--- config.mk ---
export PLATFORM = sky130hd
export DESIGN_NAME = cdac_serial_slave
export DESIGN_NICKNAME = d
export VERILOG_FILES = /design/src/logic/cdac_pkg.sv /design/src/logic/cdac_nvm_if.sv /design/src/logic/cdac_nvm.sv /design/src/logic/cdac_serial_slave.sv
export SDC_FILE = /design/constraint.sdc
export NUM_CORES = 1
export LEC_CHECK = 0
export BUFFER_PORTS_ARGS = -buffer_cell sky130_fd_sc_hd__buf_2
export CORE_MARGIN = 2
export CORE_UTILIZATION = 31
export DETAILED_ROUTE_END_ITERATION = 16
export SLEW_MARGIN = 40
export SYNTH_ARGS = -nofsm -noshare
export SYNTH_HDL_FRONTEND = slang
export SYNTH_SLANG_ARGS = --single-unit
export TNS_END_PERCENT = 100
--- constraint.sdc ---
create_clock -name i_ref_clk -period 3 [get_ports i_ref_clk]
set_input_delay 0.6 -clock i_ref_clk [delete_from_list [all_inputs] [get_ports i_ref_clk]]
set_output_delay 0.6 -clock i_ref_clk [all_outputs]
set_load 0.02 [all_outputs]
--- src/logic/cdac_pkg.sv ---
// Package of constants and types for the current DAC serial slave
// Contract
// (RQ1) When addressed, acknowledge every received byte by pulling data low.
// (RQ2) Master gives one extra clock pulse after each byte for acknowledge.
// (RQ3) Receiver holds data low and stable through the acknowledge clock high.
// (RQ4) A data byte is seven code bits followed by one flag bit.
// (RQ5) On reads the flag is 1 when storage is idle, 0 while programming.
// (RQ6) Write flag 1 updates register only; flag 0 also programs storage. Code skips programming while storage is already busy.
// (RQ7) Master must keep power on while a read reports programming busy.
// (RQ8) Every operation ends with data rising while clock is high.
// (RQ9) The link works correctly at bus rates up to 400 kbps.
// (RQ10) Output fraction is code plus one over 128 of full scale.
// (RQ11) After start, address plus direction bit; answer only to 9E hex.
// (RQ12) Direction high returns the register; direction low accepts a new code.
// (RQ13) Write-protect low or floating blocks storage programming, register still writable.
// (RQ14) At power-up the stored code is copied into the register.
// (RQ15) On address mismatch keep data released and ignore the transfer.
package cdac_pkg;
    localparam logic [7:0]  SLAVE_ADDR_BYTE = 8'h9E;
    localparam logic [6:0]  SLAVE_ADDR7     = SLAVE_ADDR_BYTE[7:1];
    localparam logic [3:0]  BYTE_BITS       = 4'h8;
    localparam logic [7:0]  LEVEL_OFFSET    = 8'h01;
    localparam int          CLK_MHZ         = 200;
    // Programming time is not specified; plain default
    localparam int          NV_PROG_TIME_US = 10;
    localparam int          NV_PROG_CYCLES  = NV_PROG_TIME_US * CLK_MHZ;
    localparam logic [15:0] NV_PROG_CNT     = 16'(NV_PROG_CYCLES);
    // Code held in storage after reset; arbitrary default
    localparam logic [6:0]  NV_INIT_CODE    = 7'h40;

    typedef enum logic [3:0] {
        ST_LOAD, ST_IDLE, ST_ADDR, ST_ADDR_ACK, ST_WDATA,
        ST_WACK, ST_RDATA, ST_RACK, ST_IGNORE
    } cdac_st_t;

    typedef struct packed {
        logic       scl_m, scl_s, scl_p;
        logic       sda_m, sda_s, sda_p;
        logic       wp_m,  wp_s;
        cdac_st_t   st;
        logic [3:0] cnt;
        logic [7:0] sh;
        logic       rw;
        logic [6:0] code;
        logic [7:0] level;
        logic       sda_oe;
        logic       sda_o;
        logic       wp_p;
        logic       prog_req;
        logic [6:0] prog_code;
    } cdac_main_t;

    typedef struct packed {
        logic        busy;
        logic [15:0] cnt;
        logic [6:0]  pend;
        logic [6:0]  stored;
    } cdac_nvm_st_t;
endpackage

--- src/logic/cdac_nvm_if.sv ---
// Interface between the serial slave and the non-volatile store
`timescale 1ns/1ps
`default_nettype none
interface cdac_nvm_if;
    logic       prog_req;
    logic [6:0] prog_code;
    logic       busy;
    logic [6:0] stored;
    modport ctrl  (output prog_req, output prog_code, input busy, input stored);
    modport store (input prog_req, input prog_code, output busy, output stored);
endinterface
`default_nettype wire

--- src/logic/cdac_nvm.sv ---
// Non-volatile code store with a timed programming cycle
`timescale 1ns/1ps
`default_nettype none
module cdac_nvm
    import cdac_pkg::*;
#(
    parameter logic [15:0] PROG_CNT = NV_PROG_CNT
) (
    input  wire logic     i_ref_clk,
    input  wire logic     i_resetn,
    cdac_nvm_if.store     nvm
);
    cdac_nvm_st_t q, d;

    always_comb begin
        d = q;
        if (q.busy) begin
            if (q.cnt == 16'h0000) begin
                // New code only becomes visible once the cycle is done
                d.busy   = 1'b0;
                d.stored = q.pend;
            end else begin
                d.cnt = q.cnt - 16'h0001;
            end
        end else if (nvm.prog_req) begin
            d.busy = 1'b1;
            d.cnt  = PROG_CNT - 16'h0001;
            d.pend = nvm.prog_code;
        end
    end

    always_ff @(posedge i_ref_clk or negedge i_resetn) begin
        if (!i_resetn) begin
            q <= '{busy: 1'b0, cnt: 16'h0000, pend: NV_INIT_CODE, stored: NV_INIT_CODE};
        end else begin
            q <= d;
        end
    end

    assign nvm.busy   = q.busy;
    assign nvm.stored = q.stored;
endmodule
`default_nettype wire

--- src/logic/cdac_serial_slave.sv ---
// Two-wire serial slave setting a 7-bit current DAC code
`timescale 1ns/1ps
`default_nettype none
module cdac_serial_slave
    import cdac_pkg::*;
#(
    parameter logic [15:0] PROG_CNT = NV_PROG_CNT
) (
    input  wire logic       i_ref_clk,
    input  wire logic       i_resetn,
    input  wire logic       i_scl,
    input  wire logic       i_sda,
    input  wire logic       i_wp_n,
    output logic            o_sda,
    output logic            o_sda_oe,
    output logic            o_wp_p,
    output logic [6:0]      o_dac_code,
    output logic [7:0]      o_dac_level,
    output logic            o_nv_busy
);
    cdac_main_t q, d;
    cdac_nvm_if nvm ();

    cdac_nvm #(
        .PROG_CNT (PROG_CNT)
    ) u_nvm (
        .i_ref_clk (i_ref_clk),
        .i_resetn  (i_resetn),
        .nvm       (nvm)
    );

    logic scl_rise, scl_fall, start_c, stop_c, wr_done;
    assign scl_rise = q.scl_s & ~q.scl_p;
    assign scl_fall = ~q.scl_s & q.scl_p;
    assign start_c  = q.scl_s & q.scl_p & ~q.sda_s & q.sda_p;
    assign stop_c   = q.scl_s & q.scl_p & q.sda_s & ~q.sda_p;
    assign wr_done  = (q.st == ST_WDATA) && scl_fall && (q.cnt == BYTE_BITS);

    always_comb begin
        d = q;
        // (RQ9) Oversampled two-stage sync
        d.scl_m    = i_scl;
        d.scl_s    = q.scl_m;
        d.scl_p    = q.scl_s;
        d.sda_m    = i_sda;
        d.sda_s    = q.sda_m;
        d.sda_p    = q.sda_s;
        d.wp_m     = i_wp_n;
        d.wp_s     = q.wp_m;
        d.wp_p     = ~q.wp_s;
        d.prog_req = 1'b0;
        case (q.st)
            ST_LOAD: begin
                // (RQ14) Power-up copy
                d.code = nvm.stored;
                d.st   = ST_IDLE;
            end
            ST_IDLE, ST_IGNORE: begin
                d.sda_oe = 1'b0;
            end
            ST_ADDR, ST_WDATA: begin
                // (RQ4) Eight bit shift
                if (scl_rise) begin
                    d.sh  = {q.sh[6:0], q.sda_s};
                    d.cnt = q.cnt + 4'h1;
                end
                if (scl_fall && q.cnt == BYTE_BITS) begin
                    if (q.st == ST_ADDR) begin
                        // (RQ11) Address match
                        if (q.sh[7:1] == SLAVE_ADDR7) begin
                            d.rw     = q.sh[0];
                            d.sda_oe = 1'b1;
                            d.st     = ST_ADDR_ACK;
                        end else begin
                            // (RQ15) Stay off the bus
                            d.st = ST_IGNORE;
                        end
                    end else begin
                        // (RQ6) Flag picks destination
                        d.code = q.sh[7:1];
                        // A flag 0 byte while busy lands in the register only
                        // (RQ13) Write-protect gate
                        if (!q.sh[0] && q.wp_s && !nvm.busy) begin
                            d.prog_req  = 1'b1;
                            d.prog_code = q.sh[7:1];
                        end
                        // (RQ1) Ack data byte
                        d.sda_oe = 1'b1;
                        d.st     = ST_WACK;
                    end
                end
            end
            ST_ADDR_ACK, ST_WACK, ST_RACK: begin
                // Master ack or nack is sampled on the rising edge
                if (q.st == ST_RACK && scl_rise && q.sda_s) begin
                    d.st = ST_IGNORE;
                end
                // (RQ3) Held until clock falls
                if (scl_fall) begin
                    d.cnt = 4'h0;
                    // (RQ12) Direction select
                    if (q.rw && q.st != ST_WACK) begin
                        // (RQ5) Flag is ready-not-busy
                        d.sh     = {q.code, ~nvm.busy};
                        d.sda_oe = ~q.code[6];
                        d.st     = ST_RDATA;
                    end else begin
                        d.sda_oe = 1'b0;
                        d.st     = ST_WDATA;
                    end
                end
            end
            ST_RDATA: begin
                if (scl_rise) begin
                    d.cnt = q.cnt + 4'h1;
                end
                if (scl_fall) begin
                    if (q.cnt == BYTE_BITS) begin
                        d.sda_oe = 1'b0;
                        d.st     = ST_RACK;
                    end else begin
                        d.sh     = {q.sh[6:0], 1'b0};
                        d.sda_oe = ~q.sh[6];
                    end
                end
            end
            default: begin
                d.st = ST_IDLE;
            end
        endcase
        if (q.st != ST_LOAD) begin
            if (start_c) begin
                d.st     = ST_ADDR;
                d.cnt    = 4'h0;
                d.sda_oe = 1'b0;
            end
            // (RQ8) Stop ends the operation
            if (stop_c) begin
                d.st     = ST_IDLE;
                d.sda_oe = 1'b0;
            end
        end
        // (RQ10) Level is code plus one
        d.level = {1'b0, d.code} + LEVEL_OFFSET;
    end

    // SCL and SDA sync flops reset to the idle bus level so no false edge follows reset
    always_ff @(posedge i_ref_clk or negedge i_resetn) begin
        if (!i_resetn) begin
            q <= '0;
            q.scl_m <= 1'b1;
            q.scl_s <= 1'b1;
            q.scl_p <= 1'b1;
            q.sda_m <= 1'b1;
            q.sda_s <= 1'b1;
            q.sda_p <= 1'b1;
            q.wp_p  <= 1'b1;
            q.level <= LEVEL_OFFSET;
            q.st    <= ST_LOAD;
        end else begin
            q <= d;
        end
    end

    assign nvm.prog_req  = q.prog_req;
    assign nvm.prog_code = q.prog_code;
    assign o_sda         = q.sda_o;
    assign o_sda_oe      = q.sda_oe;
    assign o_wp_p        = q.wp_p;
    assign o_dac_code    = q.code;
    assign o_dac_level   = q.level;
    assign o_nv_busy     = nvm.busy;
endmodule
`default_nettype wire

Word level (Yosys, flattened, before mapping)

Cells that the tools add are included.

Register bits: 81
Bits of input ports: 5
Output and inout bits: 19

Add/sub/neg operators: 3
Equality and inequality tests: 17
Mux-type cells: 40
Bitwise operators: 16
Reductions and logical operators: 22

Operators by type and width:

| kind                    | count |
|---|---|
| $mux W8                 | 9 |
| $pmux W12 S3            | 1 |
| $mux W16                | 2 |
| $mux W4                 | 8 |
| $mux W24                | 1 |
| $mux W17                | 1 |
| $eq A4 B3 Y1 const B    | 4 |
| $logic_not A16 Y1       | 1 |
| $pmux W4 S4             | 1 |
| $sub A16 B1 Y16 const B | 1 |
| $mux W7                 | 2 |
| $pmux W7 S2             | 1 |
| $mux W12                | 1 |
| $ne A2 B2 Y1 const B    | 6 |
| $mux W1                 | 11 |
| $not A1 Y1              | 9 |
| $add A7 B1 Y8 const B   | 1 |
| $eq A4 B2 Y1 const B    | 2 |
| $eq A4 B4 Y1 const B    | 2 |
| $reduce_and A4 Y1       | 2 |
| $and A1 B1 Y1           | 7 |
| $eq A7 B7 Y1 const B    | 1 |
| $logic_and A1 B1 Y1     | 6 |
| $reduce_and A2 Y1       | 3 |
| 13 further kinds        | 15 |

Logic depth before layout (Yosys ltp)

Depth after elaboration: 10
Mapped depth: 10
Mapped depth without buffers: 9

Modules after synthesis

Synthesis repeated with hierarchy kept, for this count alone.

Cell total of the unflattened synthesis: 412
Area, all modules: 4,110.2 µm²

By module, submodules not included:

| module            | instances | cells an instance | area an instance (µm²) | sequential area each (µm²) |
|---|---|---|---|---|
| cdac_serial_slave | 1         | 263               | 2,582.5                | 1,261.2 |
| cdac_nvm          | 1         | 149               | 1,527.7                | 778.2 |

Worst setup path before layout

OpenSTA, ideal clock, no wires.

Path type: register to register
Start point: register q[35] (netlist bit)
End point: register q (netlist bit o_dac_level[6])
Setup time: 80 ps
Arrival time: 2,047 ps
Path slack: 873 ps
Stages on the path, launching flop included: 11
Path buffers: 1
Clock period less this slack: 2,127 ps
Cells stage by stage: dfrtp_1 -> inv_1 -> ha_1 -> and3b_1 -> and3_1 -> buf_2 -> a221o_1 -> ha_1 -> and2_4 -> nand4_2 -> xnor2_1

RTL lines:

| element     | RTL line                | RTL |
|---|---|---|
| from (decl) | cdac_serial_slave.sv:21 | `cdac_main_t q, d;` |

==> summary.txt <==
Floorplan
  • Floorplan Core Area: approximately 13,000 um^2
  • DIE AREA: 13,800 um^2
  • Cell row count: 41
  • Initial core utilization: 0.317
  • Overall die width: 117 um
  • Io pins: 24
  • Y dimension of the die: 117 um

Clock tree
  • H-tree depth: 3
  • CTS Buf Count: 9
  • Maximum clock insertion buffer count: 2
  • Clock transition time at the flip-flop clock pins of the worst setup and hold paths: 0.06 ns
  • Root buffer cell: sky130_fd_sc_hd__clkbuf_16
  • Hold-fix buffers at CTS: 0
  • Clock insertion delay at the later pin of the skew report: 0.34 ns
  • Number of sinks on the clock net: 81
  • CTS tree: done
  • Number of post-CTS setup repair buffers: 0
  • Cells resized by post-CTS repair: 0

STA
  • Fin. max-slew vios: 0
  • Sum of negative setup slack: 0 ns
  • WHS: 0.295 ns
  • Crit share post-route: 0.802
  • Worst rel slew slack: 0.522
  • Final worst setup slack: 0.594 ns
  • Setup repair after global routing missed its margin: false
  • Actual slew at the worst max-slew pin: 0.712 ns
  • Tmin final: 2.41 ns
  • Highest clock rate: 416 MHz
  • Worst setup skew after layout: between 0.007 and 0.008 ns
  • Count of final setup violators: 0
  • Final Hold Vio Count: 0

Finish
  • Layout area overhead: 11.9%
  • Final Net Count: 407
  • Multi-input combinational cell area: 1730 um^2
  • Fraction of layout instances using a drive strength above 1: 0.181
  • Antenna fix cells: 0
  • Combined flip-flop and latch cell area: 2040 um^2
  • Non-filler instance count after layout: 575
  • Count of filler cells inserted in the layout: 1,244

Pwr
  • Final total power: 2.34 mW
  • Share of total power in sequential cells: 0.486
  • Logic gate share of total power: 0.044
  • Total power per unit cell area: 524 nW/um^2
  • Cell internal pwr: 1.81 mW
  • Net switching fraction of the power: 0.227
  • Share of total power in the clock network: 0.471
  • LEAKAGE: roughly 2.1 nW
  • Worst IR drop on VDD: about 0.25 mV
  • Net switching power: 0.531 mW

GRT
  • Via count of the first global-routing pass: around 2.8k
  • Final global-route overflow total: 0
  • Total global routing track utilization: 0.130
  • Largest net degree at the start of global routing: 82
  • First-pass GRT wire length: 14,500 um
  • Initial antenna violation count: 0

Place
  • Buffers added on ports: 22
  • Global placement routability congestion: around 0.86
  • Placed cell count: 559
  • Worst Setup Slack post-DPL: 0.648 ns
  • Detailed placer's ending HPWL: between 5000 and 6000 um

Critical path
  • Kind of start point of the critical path: flop
  • Maximum fanout along the worst path: 16
  • Req. time, crit path: 3.22 ns
  • Type of destination of the critical path: flop
  • Critical path class: flop to flop
  • Cells along the critical path: nor4_4 > buf_4 > a31oi_1 > a221o_1 > ha_1 > and2_4 > nand4_2 > xnor2_1
  • Maximum cell stage delay along the critical path: 0.72 ns
  • Data arrival time of the critical path: between 2 and 3 ns
  • Crit path max-delay cell type: sky130_fd_sc_hd__dfrtp_1

Yosys
  • Most frequently used cell type in the post-synthesis netlist: sky130_fd_sc_hd__dfrtp_1
  • Top-area cell type share of the netlist area: 0.446
  • Async SR Flop Fraction: 1.00
  • Yosys top cell by area: sky130_fd_sc_hd__dfrtp_1
  • Flip-flop and latch count after synthesis: 81
  • Number of distinct library cell variants in the gate-level netlist after synthesis: 63
  • Synth Instances: 390
  • Portion of the post-synthesis area used by sequential elements: 0.512
  • Number of synthesized flops with an enable pin: 0
  • Top cells by count, synth: 71 x sky130_fd_sc_hd__dfrtp_1, 63 x sky130_fd_sc_hd__nand2_1, 36 x sky130_fd_sc_hd__nor2_1
  • Area contributors post-synth: sky130_fd_sc_hd__dfrtp_1 45%, sky130_fd_sc_hd__dfstp_2 6.6%, sky130_fd_sc_hd__nand2_1 5.9%
  • Synth warnings: 0
  • Syn Nets: 399
  • Dominant synthesized flop cell: sky130_fd_sc_hd__dfrtp_1
  • Post-Synthesis Mean Instance Area: slightly above 10 um^2
  • Netlist area before placement: 3990 um^2

Detailed routing
  • DRC violations left: 0
  • Total detailed-routing wirelength: around 8500 um
  • Starting DRT DRC Count: around 220
  • Detailed-route vias per instance: 5.06
  • Number of nets with antenna violations after detailed routing: 0
  • Vias: 2,911
  • First-pass iteration count of the detailed router: 4
  • Mean routed wirelength per cell: 14.7 um

Min path
  • Kind of path behind the tightest hold check: input pin to async pin

Outcome
  • Outcome: completed

Flow run
  • Count of max-cap constraint violations: 0
-- cell usage in the layout (no fill, tap or decap), types with 5 or more instances in the layout --
master,synthesis,routed
sky130_fd_sc_hd__nand2_1,63,63
sky130_fd_sc_hd__mux2_1,10,10
sky130_fd_sc_hd__dfstp_2,10,10
sky130_fd_sc_hd__buf_2,4,21
sky130_fd_sc_hd__o31ai_1,6,6
sky130_fd_sc_hd__nor3_1,8,8
sky130_fd_sc_hd__mux2i_1,5,5
sky130_fd_sc_hd__o21ai_0,11,11
sky130_fd_sc_hd__nand3_1,9,9
sky130_fd_sc_hd__nor2_1,36,36
sky130_fd_sc_hd__dfrtp_1,71,71
sky130_fd_sc_hd__xor2_1,5,5
sky130_fd_sc_hd__inv_1,10,10
sky130_fd_sc_hd__nand4_1,5,5
sky130_fd_sc_hd__a22o_1,7,7
sky130_fd_sc_hd__xnor2_1,7,7
sky130_fd_sc_hd__a21oi_1,16,16
sky130_fd_sc_hd__clkbuf_16,0,9
-- cell type report --
cell class                      count  area share
Inverter                           11     0.00925
Multi-Input combinational cell    270       0.387
Clock inverter                      5      0.0126
Timing Repair Buffer               25      0.0311
Clock buffer                       11      0.0544
Sequential cell                    81       0.457
Tap cell                          172      0.0482
-- metrics by stage --
step | instance area, um^2 | utilization
finish | 4460 | 0.355
global placement | 4160 | 0.331
CTS | 4460 | 0.355
detailed placement | 4160 | 0.331
floorplan | 3990 | -
global route | 4460 | 0.355
-- cell families after synthesis --
family | synth area share
adder cells (fa/ha/maj) | 0.0126
multiplexers | 0.0521
AND/OR/NAND/NOR | 0.217
buffers and inverters | 0.0549
other | 0.000941
AO/OA/AOI/OAI | 0.125
XOR/XNOR | 0.0264
flip-flops | 0.512
-- state kept, by name, summed over array words and instances, names as in the netlist --
register          count
u_nvm.nvm.busy        1
u_nvm.nvm.stored      7
d                     5
q                    20
o_dac_code            7
o_wp_p                1
nvm.prog_req          1
o_dac_level           8
nvm.prog_code         7
u_nvm.q              23
o_sda_oe              1
-- worst max-delay path: cells and delay by family, from the launching register on --
kind / cells / cell delay [ns]
AOI/OAI and AO/OA: 2 / 0.70
xor gates and xnor gates: 1 / 0.14
adders and majority gates: 1 / 0.19
buffers and inverters: 1 / 0.18
DFF: 1 / 0.72
and+or+nand+nor: 3 / 0.35
-- power by group through the flow --
stage / logic [mW] / clock network, mW / registers [mW]
final: 0.102 / 1.10 / 1.14
after global routing: 0.116 / 1.19 / 1.14
after CTS: 0.103 / 1.13 / 1.13
after detailed placement: 0.103 / 0 / 1.15
after global placement: 0.102 / 0 / 1.15
after floorplan: 0.0740 / 0 / 1.14
-- worst paths after layout --
path                            startpoint             end  slack (ns)  cells after the start
min in group i_ref_clk               d[43]           q[43]        0.35                      0
worst max register to register       q[39]  o_dac_level[6]        0.59                      8
worst min-delay path              i_resetn  u_nvm.nvm.busy        0.30                      1
worst min register to register       d[43]           q[43]        0.35                      0
worst max-delay path                 q[39]  o_dac_level[6]        0.59                      8
max in group asynchronous         i_resetn           q[37]        2.21                      1
-- layer usage --
metal / up-vias / part of all wire / track usage / wire length, um
li1: 1375 / - / - / -
met3: 16 / 0.034 / 0.0268 / 285
met1: 1460 / 0.46 / 0.173 / 3940
met4: 0 / 0.024 / 0.0663 / 205
met5: - / 0 / 0 / 0
met2: 60 / 0.48 / 0.202 / 4050
(Power assumes the default switching activity.)
